--- config.mk ---
export PLATFORM = sky130hd
export DESIGN_NAME = imscbs_top
export DESIGN_NICKNAME = d
export VERILOG_FILES = /design/src/rtl/imscbs_pkg.sv /design/src/rtl/imscbs_baud_counter.sv /design/src/rtl/imscbs_bus_watch.sv /design/src/rtl/imscbs_top.sv
export SDC_FILE = /design/constraint.sdc
export NUM_CORES = 1
export LEC_CHECK = 0
export ABC_AREA = 1
export BUFFER_PORTS_ARGS = -buffer_cell sky130_fd_sc_hd__buf_4
export CAP_MARGIN = 20
export CORE_MARGIN = 4
export CORE_UTILIZATION = 55
export DETAILED_ROUTE_END_ITERATION = 6
export GPL_ROUTABILITY_DRIVEN = 0
export MAX_ROUTING_LAYER = met4
export PLACE_DENSITY = 0.84
export SYNTH_ARGS = -nofsm -noshare
export SYNTH_HDL_FRONTEND = slang
export SYNTH_HIERARCHICAL = 1
export SYNTH_SLANG_ARGS = --single-unit
--- constraint.sdc ---
create_clock -name mclk_in -period 3.05 [get_ports mclk_in]
set_input_delay 0.1525 -clock mclk_in [delete_from_list [all_inputs] [get_ports mclk_in]]
set_output_delay 0.1525 -clock mclk_in [all_outputs]
set_load 0.01 [all_outputs]
--- src/rtl/imscbs_pkg.sv ---
package imscbs_pkg;
	// Register word index on the Avalon slave
	localparam int AW = 4;
	localparam logic [AW-1:0] REG_RELOAD = 4'h0;
	localparam logic [AW-1:0] REG_BUFFER = 4'h1;
	localparam logic [AW-1:0] REG_CTRL1 = 4'h2;
	localparam logic [AW-1:0] REG_CTRL2 = 4'h3;
	localparam logic [AW-1:0] REG_CTRL3 = 4'h4;
	localparam logic [AW-1:0] REG_MASK = 4'h5;
	localparam logic [AW-1:0] REG_STATUS = 4'h6;
	localparam logic [AW-1:0] REG_FLAGS = 4'h7;
	// Field positions
	localparam int ST_SMP = 7;
	localparam int ST_CKE = 6;
	localparam int C1_WCOL = 7;
	localparam int C1_EN = 5;
	localparam int C1_CKP = 4;
	localparam int C2_ACK = 4;
	localparam int C2_RCV = 3;
	localparam int C2_STOP = 2;
	localparam int C2_RESTART = 1;
	localparam int C2_START = 0;
	localparam int FL_EVENT = 0;
	localparam int FL_COLL = 1;
	// Mode codes
	localparam logic [3:0] MODE_I2C_MST = 4'h8;
	localparam logic [3:0] MODE_SPI_BRG = 4'ha;
	// Reset values
	localparam logic [7:0] REG8_RST = 8'h00;
	localparam logic SCLK_IDLE = 1'h1;
	localparam logic BUS_IDLE = 1'h1;
	// Baud counter steps once per STEP_DIV clocks
	localparam int STEP_DIV = 2;
	localparam int STEP_W = $clog2(STEP_DIV);

	function automatic logic is_i2c(input logic [3:0] m);
		return m inside {4'h6, 4'h7, 4'h8, 4'hb, 4'he, 4'hf};
	endfunction : is_i2c

	function automatic logic is_spi_master(input logic [3:0] m);
		return m inside {4'h0, 4'h1, 4'h2, 4'h3, 4'ha};
	endfunction : is_spi_master

	function automatic logic is_ten_bit(input logic [3:0] m);
		return m inside {4'h7, 4'hf};
	endfunction : is_ten_bit
endpackage : imscbs_pkg

--- src/rtl/imscbs_baud_counter.sv ---
`timescale 1ns/1ns
`default_nettype none
module imscbs_baud_counter (
	input wire logic mclk_in,
	input wire logic sys_rst_in,
	input wire logic step_in,
	input wire logic run_in,
	input wire logic load_in,
	input wire logic [7:0] reload_in,
	output logic expire_out
);
	import imscbs_pkg::*;
	logic [7:0] cnt_q;

	assign expire_out = run_in & step_in & ~load_in & (cnt_q == 8'h00);

	always_ff @(posedge mclk_in) begin
		if (sys_rst_in) begin
			cnt_q <= REG8_RST;
		end else if (load_in) begin
			cnt_q <= reload_in;
		end else if (run_in && step_in) begin
			if (cnt_q == 8'h00) begin
				cnt_q <= reload_in;
			end else begin
				cnt_q <= cnt_q - 8'h01;
			end
		end
	end
endmodule : imscbs_baud_counter
`default_nettype wire

--- src/rtl/imscbs_bus_watch.sv ---
`timescale 1ns/1ns
`default_nettype none
module imscbs_bus_watch (
	input wire logic mclk_in,
	input wire logic sys_rst_in,
	input wire logic scl_in,
	input wire logic sda_in,
	output logic start_det_out,
	output logic stop_det_out
);
	import imscbs_pkg::*;
	logic scl_prev_q;
	logic sda_prev_q;

	always_ff @(posedge mclk_in) begin
		if (sys_rst_in) begin
			scl_prev_q <= BUS_IDLE;
			sda_prev_q <= BUS_IDLE;
		end else begin
			scl_prev_q <= scl_in;
			sda_prev_q <= sda_in;
		end
	end

	// Data edges while the clock stays high
	assign start_det_out = scl_in & scl_prev_q & sda_prev_q & ~sda_in;
	assign stop_det_out = scl_in & scl_prev_q & ~sda_prev_q & sda_in;
endmodule : imscbs_bus_watch
`default_nettype wire

--- src/rtl/imscbs_top.sv ---
// Local design decisions: the placing of the registers and the Avalon-MM interface to the registers.
`timescale 1ns/1ns
`default_nettype none
// Notes on behaviour
// Stop request first drives data low while clock is held low.
// Data low releases clock; clock high loads baud counter; expiry samples data.
// Data still low after release and counter expiry flags a collision.
// Clock sampled low before data floats high flags a collision.
// Any condition collision aborts, releases both lines, clears request bits.
// Baud counter clocks I2C master and SPI master, reloading from reload register.
// Writing the shift buffer starts the baud counter.
// Operation done stops the counter; serial clock keeps its last level.
// Counter reloads twice per serial clock period.
// Serial clock equals oscillator over four times reload plus one.
// Counter decrements on a divided enable and reloads at zero.
// Software avoids reload values 0, 1, 2 in I2C use.
// SPI master: status bit 7 picks late or middle input sampling.
// I2C: status bit 7 set disables slew control, clear enables it.
// SPI: status bit 6 picks transmit edge.
// I2C: status bit 6 selects SMBus input thresholds.
// I2C: status bit 5 tells data versus address for last byte.
// Status bit 4 marks stop seen last; cleared by reset and disable.
// Status bit 3 marks start seen last; cleared by reset and disable.
// I2C slave: status bit 2 holds direction until start, stop or nack.
// I2C master: status bit 2 shows transmit; with requests gives busy.
// Ten-bit mode: status bit 1 asks software to update address.
// Receive: status bit 0 set on full buffer, clear when empty.
// I2C transmit: status bit 0 set while data bits shift out.
// Mode code 1000 selects I2C master clocked by the baud counter.
module imscbs_top (
	input wire logic mclk_in,
	input wire logic sys_rst_in,
	input wire logic [imscbs_pkg::AW-1:0] avs_address_in,
	input wire logic avs_read_in,
	input wire logic avs_write_in,
	input wire logic [31:0] avs_writedata_in,
	output logic [31:0] avs_readdata_out,
	output logic avs_waitrequest_out,
	input wire logic scl_in,
	output logic scl_out,
	output logic scl_oe_out,
	input wire logic sda_in,
	output logic sda_out,
	output logic sda_oe_out,
	output logic sclk_out,
	output logic baud_edge_out,
	output logic [7:0] shift_buffer_out,
	output logic [4:0] request_out,
	output logic port_enable_out,
	output logic [3:0] port_mode_out,
	output logic slew_limit_out,
	output logic smbus_levels_out,
	output logic spi_sample_late_out,
	output logic spi_tx_active_idle_out,
	output logic busy_out,
	output logic collision_flag_out,
	output logic port_event_flag_out,
	input wire logic xfer_done_in,
	input wire logic rx_byte_done_in,
	input wire logic [7:0] rx_byte_in,
	input wire logic tx_bits_done_in,
	input wire logic last_was_data_in,
	input wire logic addr_match_in,
	input wire logic dir_bit_in,
	input wire logic nack_in,
	input wire logic addr_update_in,
	input wire logic [4:0] cond_done_in,
	input wire logic cond_coll_in
);
	import imscbs_pkg::*;

	typedef enum logic [2:0] {
		P_IDLE, P_SDA_LOW, P_SCL_WAIT, P_SCL_HIGH, P_SDA_REL, P_DONE
	} imscbs_stop_e;

	imscbs_stop_e pst_q;
	logic ack_q, bus_req, wr_go, rd_go;
	logic [7:0] wdata, rd_mux, rdata_q;
	logic wr_reload, wr_buf, wr_c1, wr_c2, wr_c3, wr_mask, wr_stat, wr_flags, rd_buf;
	logic [7:0] reload_q, buf_q, mask_q;
	logic [6:0] ctrl3_q;
	logic wcol_q, en_q, ckp_q;
	logic [3:0] mode_q;
	logic [4:0] req_q, req_d;
	logic [1:0] c2_hi_q;
	logic smp_q, cke_q, stat_p_q, stat_s_q, dir_q, ua_q, bf_q;
	logic ev_flag_q, coll_flag_q, run_q, sclk_q;
	logic [STEP_W-1:0] step_q;
	logic step, brg_exp, brg_run, brg_load;
	logic i2c_m, i2c_mst, spi_brg, brg_mode, stop_act, busy, buf_ok;
	logic stop_coll, stop_done, coll_any, rw_bit, start_det, stop_det;

	// Avalon slave: one wait cycle, then the access completes
	assign bus_req = avs_read_in | avs_write_in;
	assign avs_waitrequest_out = bus_req & ~ack_q;
	assign wr_go = avs_write_in & ack_q;
	assign rd_go = avs_read_in & ack_q;
	assign wdata = avs_writedata_in[7:0];
	assign wr_reload = wr_go && (avs_address_in == REG_RELOAD);
	assign wr_buf = wr_go && (avs_address_in == REG_BUFFER);
	assign wr_c1 = wr_go && (avs_address_in == REG_CTRL1);
	assign wr_c2 = wr_go && (avs_address_in == REG_CTRL2);
	assign wr_c3 = wr_go && (avs_address_in == REG_CTRL3);
	assign wr_mask = wr_go && (avs_address_in == REG_MASK);
	assign wr_stat = wr_go && (avs_address_in == REG_STATUS);
	assign wr_flags = wr_go && (avs_address_in == REG_FLAGS);
	assign rd_buf = rd_go && (avs_address_in == REG_BUFFER);

	always_ff @(posedge mclk_in) begin
		if (sys_rst_in) begin
			ack_q <= 1'h0;
		end else begin
			ack_q <= bus_req & ~ack_q;
		end
	end

	always_comb begin
		rd_mux = REG8_RST;
		case (avs_address_in)
			REG_RELOAD: rd_mux = reload_q;
			REG_BUFFER: rd_mux = buf_q;
			REG_CTRL1: rd_mux = {wcol_q, 1'h0, en_q, ckp_q, mode_q};
			REG_CTRL2: rd_mux = {c2_hi_q[1], 1'h0, c2_hi_q[0], req_q};
			REG_CTRL3: rd_mux = {1'h0, ctrl3_q};
			REG_MASK: rd_mux = mask_q;
			REG_STATUS: rd_mux = {smp_q, cke_q, i2c_m & last_was_data_in,
				stat_p_q, stat_s_q, rw_bit, ua_q, bf_q};
			REG_FLAGS: rd_mux = {6'h00, coll_flag_q, ev_flag_q};
			default: rd_mux = REG8_RST;
		endcase
	end

	always_ff @(posedge mclk_in) begin
		if (sys_rst_in) begin
			rdata_q <= REG8_RST;
		end else if (avs_read_in && !ack_q) begin
			rdata_q <= rd_mux;
		end
	end
	assign avs_readdata_out = {24'h000000, rdata_q};

	// Mode decode
	assign i2c_m = en_q & is_i2c(mode_q);
	assign i2c_mst = en_q & (mode_q == MODE_I2C_MST);
	assign spi_brg = en_q & (mode_q == MODE_SPI_BRG);
	assign brg_mode = i2c_mst | spi_brg;
	assign stop_act = (pst_q != P_IDLE);
	assign busy = i2c_mst & (run_q | (|req_q));
	assign rw_bit = i2c_mst ? run_q : (i2c_m & dir_q);
	// Buffer writes are refused during a stop sequence or while the I2C master is busy; an SPI transfer does not block them
	assign buf_ok = wr_buf & en_q & ~stop_act & ~busy;

	// Plain control storage
	always_ff @(posedge mclk_in) begin
		if (sys_rst_in) begin
			reload_q <= REG8_RST;
			mask_q <= REG8_RST;
			ctrl3_q <= 7'h00;
			{en_q, ckp_q, mode_q} <= 6'h00;
			c2_hi_q <= 2'h0;
			{smp_q, cke_q} <= 2'h0;
		end else begin
			if (wr_reload) begin
				reload_q <= wdata;
			end
			if (wr_mask) begin
				mask_q <= wdata;
			end
			if (wr_c3) begin
				ctrl3_q <= wdata[6:0];
			end
			if (wr_c1) begin
				{en_q, ckp_q, mode_q} <= wdata[C1_EN:0];
			end
			if (wr_c2) begin
				c2_hi_q <= {wdata[7], wdata[5]};
			end
			if (wr_stat) begin
				{smp_q, cke_q} <= {wdata[ST_SMP], wdata[ST_CKE]};
			end
		end
	end

	assign spi_sample_late_out = en_q & is_spi_master(mode_q) & smp_q;
	assign slew_limit_out = i2c_m & ~smp_q;
	assign spi_tx_active_idle_out = en_q & ~is_i2c(mode_q) & cke_q;
	assign smbus_levels_out = i2c_m & cke_q;

	// Counter step enable
	assign step = (step_q == STEP_W'(STEP_DIV - 1));
	always_ff @(posedge mclk_in) begin
		if (sys_rst_in) begin
			step_q <= '0;
		end else if (step) begin
			step_q <= '0;
		end else begin
			step_q <= step_q + STEP_W'(1);
		end
	end

	assign brg_run = run_q | (pst_q inside {P_SCL_HIGH, P_SDA_REL, P_DONE});
	assign brg_load = (buf_ok & brg_mode) | (pst_q == P_SCL_WAIT & scl_in);

	imscbs_baud_counter u_baud (
		.mclk_in(mclk_in),
		.sys_rst_in(sys_rst_in),
		.step_in(step),
		.run_in(brg_run),
		.load_in(brg_load),
		.reload_in(reload_q),
		.expire_out(brg_exp)
	);

	imscbs_bus_watch u_watch (
		.mclk_in(mclk_in),
		.sys_rst_in(sys_rst_in),
		.scl_in(scl_in),
		.sda_in(sda_in),
		.start_det_out(start_det),
		.stop_det_out(stop_det)
	);

	assign baud_edge_out = brg_exp;

	// Transfer run and serial clock level
	always_ff @(posedge mclk_in) begin
		if (sys_rst_in) begin
			run_q <= 1'h0;
		end else if (buf_ok && brg_mode) begin
			run_q <= 1'h1;
		end else if (xfer_done_in || !brg_mode || coll_any) begin
			run_q <= 1'h0;
		end
	end

	always_ff @(posedge mclk_in) begin
		if (sys_rst_in || !en_q) begin
			sclk_q <= SCLK_IDLE;
		end else if (coll_any || stop_done) begin
			sclk_q <= SCLK_IDLE;
		end else if (run_q && brg_exp) begin
			sclk_q <= ~sclk_q;
		end
	end

	// Stop sequence
	assign stop_coll = (pst_q == P_SCL_HIGH && !scl_in)
		|| (pst_q == P_SDA_REL && !sda_in && (!scl_in || brg_exp));
	assign stop_done = (pst_q == P_DONE) && brg_exp;
	assign coll_any = stop_coll | (cond_coll_in & i2c_mst);

	always_ff @(posedge mclk_in) begin
		if (sys_rst_in || !i2c_mst || coll_any) begin
			pst_q <= P_IDLE;
		end else begin
			unique case (pst_q)
				P_IDLE: begin
					if (req_q[C2_STOP] && !run_q) begin
						pst_q <= P_SDA_LOW;
					end
				end
				P_SDA_LOW: begin
					if (!sda_in) begin
						pst_q <= P_SCL_WAIT;
					end
				end
				P_SCL_WAIT: begin
					if (scl_in) begin
						pst_q <= P_SCL_HIGH;
					end
				end
				P_SCL_HIGH: begin
					if (brg_exp) begin
						pst_q <= P_SDA_REL;
					end
				end
				P_SDA_REL: begin
					if (brg_exp) begin
						pst_q <= P_DONE;
					end
				end
				P_DONE: begin
					if (brg_exp) begin
						pst_q <= P_IDLE;
					end
				end
			endcase
		end
	end

	// Lines are open drain: only ever pulled low
	assign scl_out = 1'h0;
	assign sda_out = 1'h0;
	assign sda_oe_out = pst_q inside {P_SDA_LOW, P_SCL_WAIT, P_SCL_HIGH};
	assign scl_oe_out = i2c_mst & (stop_act ? (pst_q == P_SDA_LOW) : ~sclk_q);
	assign sclk_out = sclk_q;

	// Request bits: software sets only when idle, hardware clears
	always_comb begin
		req_d = req_q;
		if (wr_c2 && i2c_mst && !busy) begin
			req_d = wdata[4:0];
		end else if (wr_c2 && !i2c_mst) begin
			req_d = {4'h0, wdata[C2_START]};
		end
		if (i2c_mst) begin
			req_d = req_d & ~{cond_done_in[4:3], 1'h0, cond_done_in[1:0]};
		end
		if (stop_done) begin
			req_d[C2_STOP] = 1'h0;
		end
		if (coll_any || (!i2c_mst && !i2c_m)) begin
			req_d = 5'h00;
		end
	end

	always_ff @(posedge mclk_in) begin
		if (sys_rst_in) begin
			req_q <= 5'h00;
		end else begin
			req_q <= req_d;
		end
	end

	assign request_out = req_q;
	assign busy_out = busy;
	assign port_enable_out = en_q;
	assign port_mode_out = mode_q;

	// Status bits
	always_ff @(posedge mclk_in) begin
		if (sys_rst_in || !en_q) begin
			stat_p_q <= 1'h0;
			stat_s_q <= 1'h0;
			dir_q <= 1'h0;
		end else begin
			if (i2c_m && stop_det) begin
				stat_p_q <= 1'h1;
				stat_s_q <= 1'h0;
			end else if (i2c_m && start_det) begin
				stat_s_q <= 1'h1;
				stat_p_q <= 1'h0;
			end
			if (addr_match_in) begin
				dir_q <= dir_bit_in;
			end else if (start_det || stop_det || nack_in) begin
				dir_q <= 1'h0;
			end
		end
	end

	always_ff @(posedge mclk_in) begin
		if (sys_rst_in || !en_q || !is_ten_bit(mode_q)) begin
			ua_q <= 1'h0;
		end else if (addr_update_in) begin
			ua_q <= 1'h1;
		end else if (wr_reload) begin
			ua_q <= 1'h0;
		end
	end

	// Buffer and full flag; a set in the clearing cycle wins
	always_ff @(posedge mclk_in) begin
		if (sys_rst_in) begin
			buf_q <= REG8_RST;
		end else if (rx_byte_done_in && en_q) begin
			buf_q <= rx_byte_in;
		end else if (buf_ok) begin
			buf_q <= wdata;
		end
	end
	assign shift_buffer_out = buf_q;

	always_ff @(posedge mclk_in) begin
		if (sys_rst_in || !en_q) begin
			bf_q <= 1'h0;
		end else if (rx_byte_done_in) begin
			bf_q <= 1'h1;
		end else if (buf_ok && i2c_m) begin
			bf_q <= 1'h1;
		end else if (rd_buf || tx_bits_done_in || coll_any) begin
			bf_q <= 1'h0;
		end
	end

	// Sticky flags cleared by writing zero
	always_ff @(posedge mclk_in) begin
		if (sys_rst_in) begin
			wcol_q <= 1'h0;
			ev_flag_q <= 1'h0;
			coll_flag_q <= 1'h0;
		end else begin
			if (wr_buf && en_q && !buf_ok) begin
				wcol_q <= 1'h1;
			end else if (wr_c1 && !wdata[C1_WCOL]) begin
				wcol_q <= 1'h0;
			end
			if (stop_done || (xfer_done_in && brg_mode)) begin
				ev_flag_q <= 1'h1;
			end else if (wr_flags && !wdata[FL_EVENT]) begin
				ev_flag_q <= 1'h0;
			end
			if (coll_any) begin
				coll_flag_q <= 1'h1;
			end else if (wr_flags && !wdata[FL_COLL]) begin
				coll_flag_q <= 1'h0;
			end
		end
	end

	assign collision_flag_out = coll_flag_q;
	assign port_event_flag_out = ev_flag_q;
endmodule : imscbs_top
`default_nettype wire

# Word level (Yosys, flattened, before mapping)
# Cells that the tools add are included.
# totals
ff_bits,79
latch_bits,0
ram_bits,0
mem_bits_ro,0
in_bits,64
out_inout_bits,64
wordCells,229
mem_count,0
# classes
add_sub_neg,2
mul,0
div_mod_pow,0
n_lt_le_gt_ge,0
n_eq_ne,28
shifts,0
muxes,35
n_bitwise,47
n_reduce_logical,88
# op_table
op,n
8-bit case mux with 8 select lines,1
8-bit 2-to-1 mux,5
1-bit logical AND,32
1-bit bitwise AND,30
"4-bit by 3-bit equality test with 1-bit output, second input constant",6
"4-bit equality test, second input constant",5
2-bit nonzero test,10
1-bit 2-to-1 mux,19
3-bit 2-to-1 mux,6
3-bit case mux with 6 select lines,1
"4-bit by 2-bit equality test with 1-bit output, second input constant",4
1-bit logical OR,15
5-bit 2-to-1 mux,3
1-bit logical NOT,14
"2-bit inequality test, second input constant",6
3-bit nonzero test,4
1-bit NOT,9
"4-bit by 1-bit equality test with 1-bit output, second input constant",2
4-bit logical NOT,2
8-bit logical NOT,1
2-bit OR reduction,4
"8-bit by 1-bit subtractor with 8-bit output, second input constant",1
"3-bit by 2-bit equality test with 1-bit output, second input constant",2
"3-bit equality test, second input constant",2
11 further kinds,16

# Longest topological paths before layout
# depth
word_depth,18
ltp_mapped,14
ltp_nobuf,14

# By module
# The synthesis kept the hierarchy.
# by_module_without_submodules
mod,n_inst,cells_each,area_per_inst_um2,seq_area_each_um2
imscbs_top,1,573,3714.8,1381.3
imscbs_baud_counter,1,92,596.8,160.2
imscbs_bus_watch,1,11,78.8,40.0

# Worst setup path after synthesis
# Ideal clock, no wire load.
# synth_path
path_kind,flip-flop to flip-flop
start,reg en_q (netlist: port_enable_out)
end,reg req_q[1] (netlist: request_out[1])
setup_ns,0.115
arrival_time_ns,2.356
required_ns,2.935
slack_ns,0.578
stages_incl_launch_ff,15
n_path_buf,1
synth_period_minus_slack_ns,2.472
cell_sequence,dfxtp_1 > buf_2 > nand2_1 > nor2_4 > nand2_2 > nand4_1 > nand2_1 > nor4_1 > inv_1 > nand2_1 > a21oi_1 > nand2_1 > nor2_1 > nand2_1 > nor2_1
# synth_between
elab_chain_len,15
word_cells_on_any_way,32
cone_classes,mux: 3; bitwise: 17; reduce/logical: 12
# synth_lines
element,line,rtl
start: declaration,imscbs_top.sv:82,"logic wcol_q, en_q, ckp_q;"
start signal: assignment,imscbs_top.sv:173,"{en_q, ckp_q, mode_q} <= wdata[C1_EN:0];"
1-bit bitwise AND,imscbs_top.sv:144,assign i2c_mst = en_q & (mode_q == MODE_I2C_MST);
1-bit bitwise AND,imscbs_top.sv:148,assign busy = i2c_mst & (run_q | (|req_q));
1-bit NOT,imscbs_top.sv:151,assign buf_ok = wr_buf & en_q & ~stop_act & ~busy;
1-bit bitwise AND,imscbs_top.sv:151,
1-bit bitwise AND (*),imscbs_top.sv:202,assign brg_load = (buf_ok & brg_mode) | (pst_q == P_SCL_WAIT & scl_in);
1-bit bitwise OR (*),imscbs_top.sv:202,
named net brg_load,imscbs_top.sv:89,"logic step, brg_exp, brg_run, brg_load;"
1-bit NOT (*),imscbs_baud_counter.sv:15,assign expire_out = run_in & step_in & ~load_in & (cnt_q == 8'h00);
1-bit bitwise AND (*) (2 in series),imscbs_baud_counter.sv:15,
named net baud_edge_out,imscbs_top.sv:46,"output logic baud_edge_out,"
1-bit logical OR (*),imscbs_top.sv:248,|| (pst_q == P_SDA_REL && !sda_in && (!scl_in || brg_exp));
1-bit logical AND (*),imscbs_top.sv:248,
1-bit logical OR (*),imscbs_top.sv:248,
1-bit bitwise OR (*),imscbs_top.sv:250,assign coll_any = stop_coll | (cond_coll_in & i2c_mst);
1-bit logical OR (*),imscbs_top.sv:312,if (coll_any || (!i2c_mst && !i2c_m)) begin
2-bit OR reduction (no line) (*),-,
end signal: assignment,imscbs_top.sv:321,req_q <= req_d;
end: declaration,imscbs_top.sv:84,"logic [4:0] req_q, req_d;"
# The timed path passes the listed nets; every way through them passes the cells marked *.
# A chain may end at the register's enable or synchronous reset.

# Final worst setup path
# layout_path
start,reg en_q (netlist: port_enable_out)
end,reg pst_q[1]
# layout_between
elab_chain_len,14
word_cells_on_any_way,25
cone_classes,eq/ne: 3; bitwise: 15; reduce/logical: 7
# layout_lines
element,line,rtl
1-bit bitwise AND,imscbs_top.sv:144,
1-bit bitwise AND,imscbs_top.sv:148,
1-bit NOT,imscbs_top.sv:151,
1-bit bitwise AND,imscbs_top.sv:151,
1-bit bitwise AND (*),imscbs_top.sv:202,
1-bit bitwise OR (*),imscbs_top.sv:202,
named net brg_load,imscbs_top.sv:89,
1-bit NOT (*),imscbs_baud_counter.sv:15,
1-bit bitwise AND (*) (2 in series),imscbs_baud_counter.sv:15,
1-bit logical OR,imscbs_top.sv:248,
1-bit logical AND,imscbs_top.sv:248,
1-bit logical OR,imscbs_top.sv:248,
1-bit bitwise OR,imscbs_top.sv:250,
1-bit logical OR,imscbs_top.sv:253,if (sys_rst_in || !i2c_mst || coll_any) begin
end signal: assignment,imscbs_top.sv:254,pst_q <= P_IDLE;
end signal: assignment,imscbs_top.sv:259,pst_q <= P_SDA_LOW;
end signal: assignment,imscbs_top.sv:264,pst_q <= P_SCL_WAIT;
end: declaration,imscbs_top.sv:76,imscbs_stop_e pst_q;
# Marked as above.

==> results by group <==
STA
  • Slew Limit Fails: 0
  • Tmin final: 2.61 ns
  • Final setup violating endpoints: 0
  • Hold slack: 0.0268 ns
  • Layout Skew: ~0.0065 ns
  • Final setup TNS: 0 ns
  • Worst rel slew slack: about three fifths
  • Period utilisation layout: between 80% and 90%
  • Unrepaired setup endpoints after global routing: false
  • Final Hold Fails: 0
  • Fmax: 384 MHz
  • Tightest Pin Transition: just over 0.6 ns

Route
  • Final WL: ~12000 um
  • Drt wl/cell: 14.6 um
  • Routed vias/inst: 5.55
  • Iter 0 DRT Violations: 385
  • Final ANT Viol Nets: 0
  • Pre-antenna DRT Iters: 5
  • # DRC: 0
  • DR vias: 4720

Layout
  • Area Overhead vs Synth: 16.2%
  • FF+latch area: roughly 1600 um^2
  • Ratio of cells with drive above 1 in the final layout: around 16%
  • Nets: 810
  • Area of the multi-input gates: 2300 um^2
  • Post-route cell area: 5100 um^2
  • ANT cells: 0
  • Final-layout fill cell count: around 690

Global routing
  • Largest net degree at the start of global routing: 44
  • Initial antenna violation count: 0
  • Tot GR Track Use: 25.8%
  • GR Overflow Total: 0
  • First-pass GRT wire length: 19700 um
  • Vias in the first global route: between 4000 and 5000

Worst setup path
  • Worst endpoint data arrival time: 2.90 ns
  • Crit path to: pst_q[1]
  • Critical Path RT: ~3.3 ns
  • Worst reg2reg path depth: 13
  • Crit path launch type: flip-flop
  • R2r setup slk: 0.44 ns
  • Critical R2R Capture: pst_q[1]
  • Critical path type: reg -> reg
  • Worst flop-to-flop path startpoint: port_enable_out
  • CP endpoint kind: flip-flop
  • Crit Path Max Fanout: 9
  • Crit path from: port_enable_out

Flow run
  • Max_cap viols: 0

Synth
  • Synth top area share: 36.0%
  • Post-synthesis sequential area ratio: 36.0%
  • Syn Area/Cell: 6.49 um^2
  • Synth Cell Area: 4390 um^2
  • Post-synthesis instance total: between 600 and 700
  • Synth area leaders: dfxtp_1 36%, nand2_1 16%, a21oi_1 7.4%
  • #FFs+latches synth: 79
  • Yosys top cell by area: dfxtp_1
  • Prevailing post-synth register cell: dfxtp_1
  • Post-synth EDFFs: 0
  • Library cells used by synthesis: 38
  • Share of flip-flops with an asynchronous set or reset: 0%
  • Yosys warning count: 6

Die
  • Die X: 97.3 um
  • I/O pin cnt: 128
  • Core area: 7730 um^2
  • Row count: 32
  • Initial core utilization: 56.8%
  • Die height: a little under 100 um
  • Die footprint: between 9000 and 10000 um^2

Outcome
  • Status: finished clean

Power
  • Leak: 0.00226 uW
  • Internal Power: 1480 uW
  • Share of power burned in registers: approximately half
  • Peak VDD IR: 0.218 mV
  • Net switching power figure: between 500 and 600 uW
  • Sw frac: 26.5%
  • PD cells: ~390 nW/um^2
  • Clock Power Share: 40.4%
  • Combinational power share: 7.7%

Placement
  • Port bufs: 76
  • DP HPWL: 9290 um
  • Post-DP Area: 4900 um^2

CTS
  • TritonCTS clock tree: yes
  • Count of hold-fix buffers inserted at cts: 0
  • H-tree depth: 3
  • Number of buffers added by the clock tree synthesis step: 9
  • Clock latency on the worst-skew pair: 0.36 ns
  • Post-CTS setup buffer count: 0
  • Post-CTS sizing: 0
  • Sink Count: 79
  • CTS max path bufs: 2
  • CTS clock-pin slew for the worst setup and hold paths: 0.08 ns
  • Clk root buf: clkbuf_8

Hold path
  • HP Class: in -> reg
power by group through the flow:
stage,clock network (uW),registers (uW),logic [uW]
6_report,814,1040,155
5_1_grt,856,1040,168
4_1_cts,819,1040,151
3_5_place_dp,0,1070,151
3_3_place_gp,0,1070,148
2_1_floorplan,0,1070,101
final cells by class:
class | instances | area share (%)
Sequential cell | 79 | 31.0
Timing Repair Buffer | 77 | 11.3
Tap cell | 102 | 2.50
Multi-Input combinational cell | 495 | 45.2
Inverter | 82 | 6.03
Clock buffer | 9 | 2.43
Clock inverter | 7 | 1.57
cell families after synthesis:
kind of cell             synth area share (%)
AO/OA/AOI/OAI                            15.0
other                                  0.0854
adder cells (fa/ha/maj)                 0.570
flip-flops                               36.0
XOR/XNOR                                0.599
AND/OR/NAND/NOR                          34.1
buffers and inverters                    13.6
critical path, cell delays in order, from the launching register on:
cell and delay (ns):
dfxtp_1 0.52, inv_1 0.21, nor3_1 0.37, nand4_1 0.19, nand2_1 0.14, nor4_1 0.07, buf_4 0.14, inv_1 0.10
nand2_1 0.07, a21oi_1 0.15, nand2_1 0.14, nor2_1 0.20, o21ai_0 0.13, a21oi_1 0.12
Yosys cell counts (3+ instances only):
master	n
nand2_1	183
dfxtp_1	79
inv_1	79
a21oi_1	65
nor2_1	64
nand3_1	50
o21ai_0	49
buf_4	27
nand4_1	10
buf_2	9
nor3_1	9
clkbuf_1	5
nor2_4	5
nand2_2	4
inv_2	3
nor3_4	3
nor4_1	3
o21ai_2	3
per-stage QoR:
step / power, uW / util [%] / setup slack, ns / std cells
detailed placement: 1220 / 63.4 / 0.542 / 835
finish: 2010 / 66.0 / 0.443 / 851
floorplan: 1170 / - / 0.578 / 701
global placement: 1210 / 63.4 / 0.570 / 835
global route: 2070 / 66.0 / 0.223 / 851
CTS: 2010 / 66.0 / 0.516 / 851
metal layers:
layer	track usage, %	vias to the layer above	routed length [um]
met4	9.05	0	346
met2	40.6	309	5550
li1	-	2255	-
met5	-	-	0
met3	3.80	36	1380
met1	34.1	2120	5150
placed cells by master, fill, tap and decap left out, types with 4 or more instances in the layout:
master / count
nand2_1: 183
inv_1: 79
dfxtp_1: 79
buf_4: 77
a21oi_1: 65
nor2_1: 64
nand3_1: 50
o21ai_0: 49
conb_1: 26
nand4_1: 10
nor3_1: 9
clkbuf_8: 9
nor2_4: 5
nand2_2: 4
sequential cells by signal, summed over array words and instances, names as in the netlist, 2 cells and up:
register          count
mask_q                8
rdata_q               8
reload_q              8
shift_buffer_out      8
u_baud/cnt_q          8
ctrl3_q               7
request_out           5
port_mode_out         4
pst_q                 3
c2_hi_q               2
worst min path at each step:
stage,start,endpoint,slack [ns],cells after the start
after floorplan,sys_rst_in,u_baud/cnt_q[7],0.21,1
after global placement,sda_in,u_watch/sda_prev_q,0.38,2
after detailed placement,sda_in,u_watch/sda_prev_q,0.39,2
after CTS,sda_in,u_watch/sda_prev_q,0.03,2
after global routing,scl_in,u_watch/scl_prev_q,0.05,2
final,sda_in,u_watch/sda_prev_q,0.03,2
(Power assumes the default switching activity.)
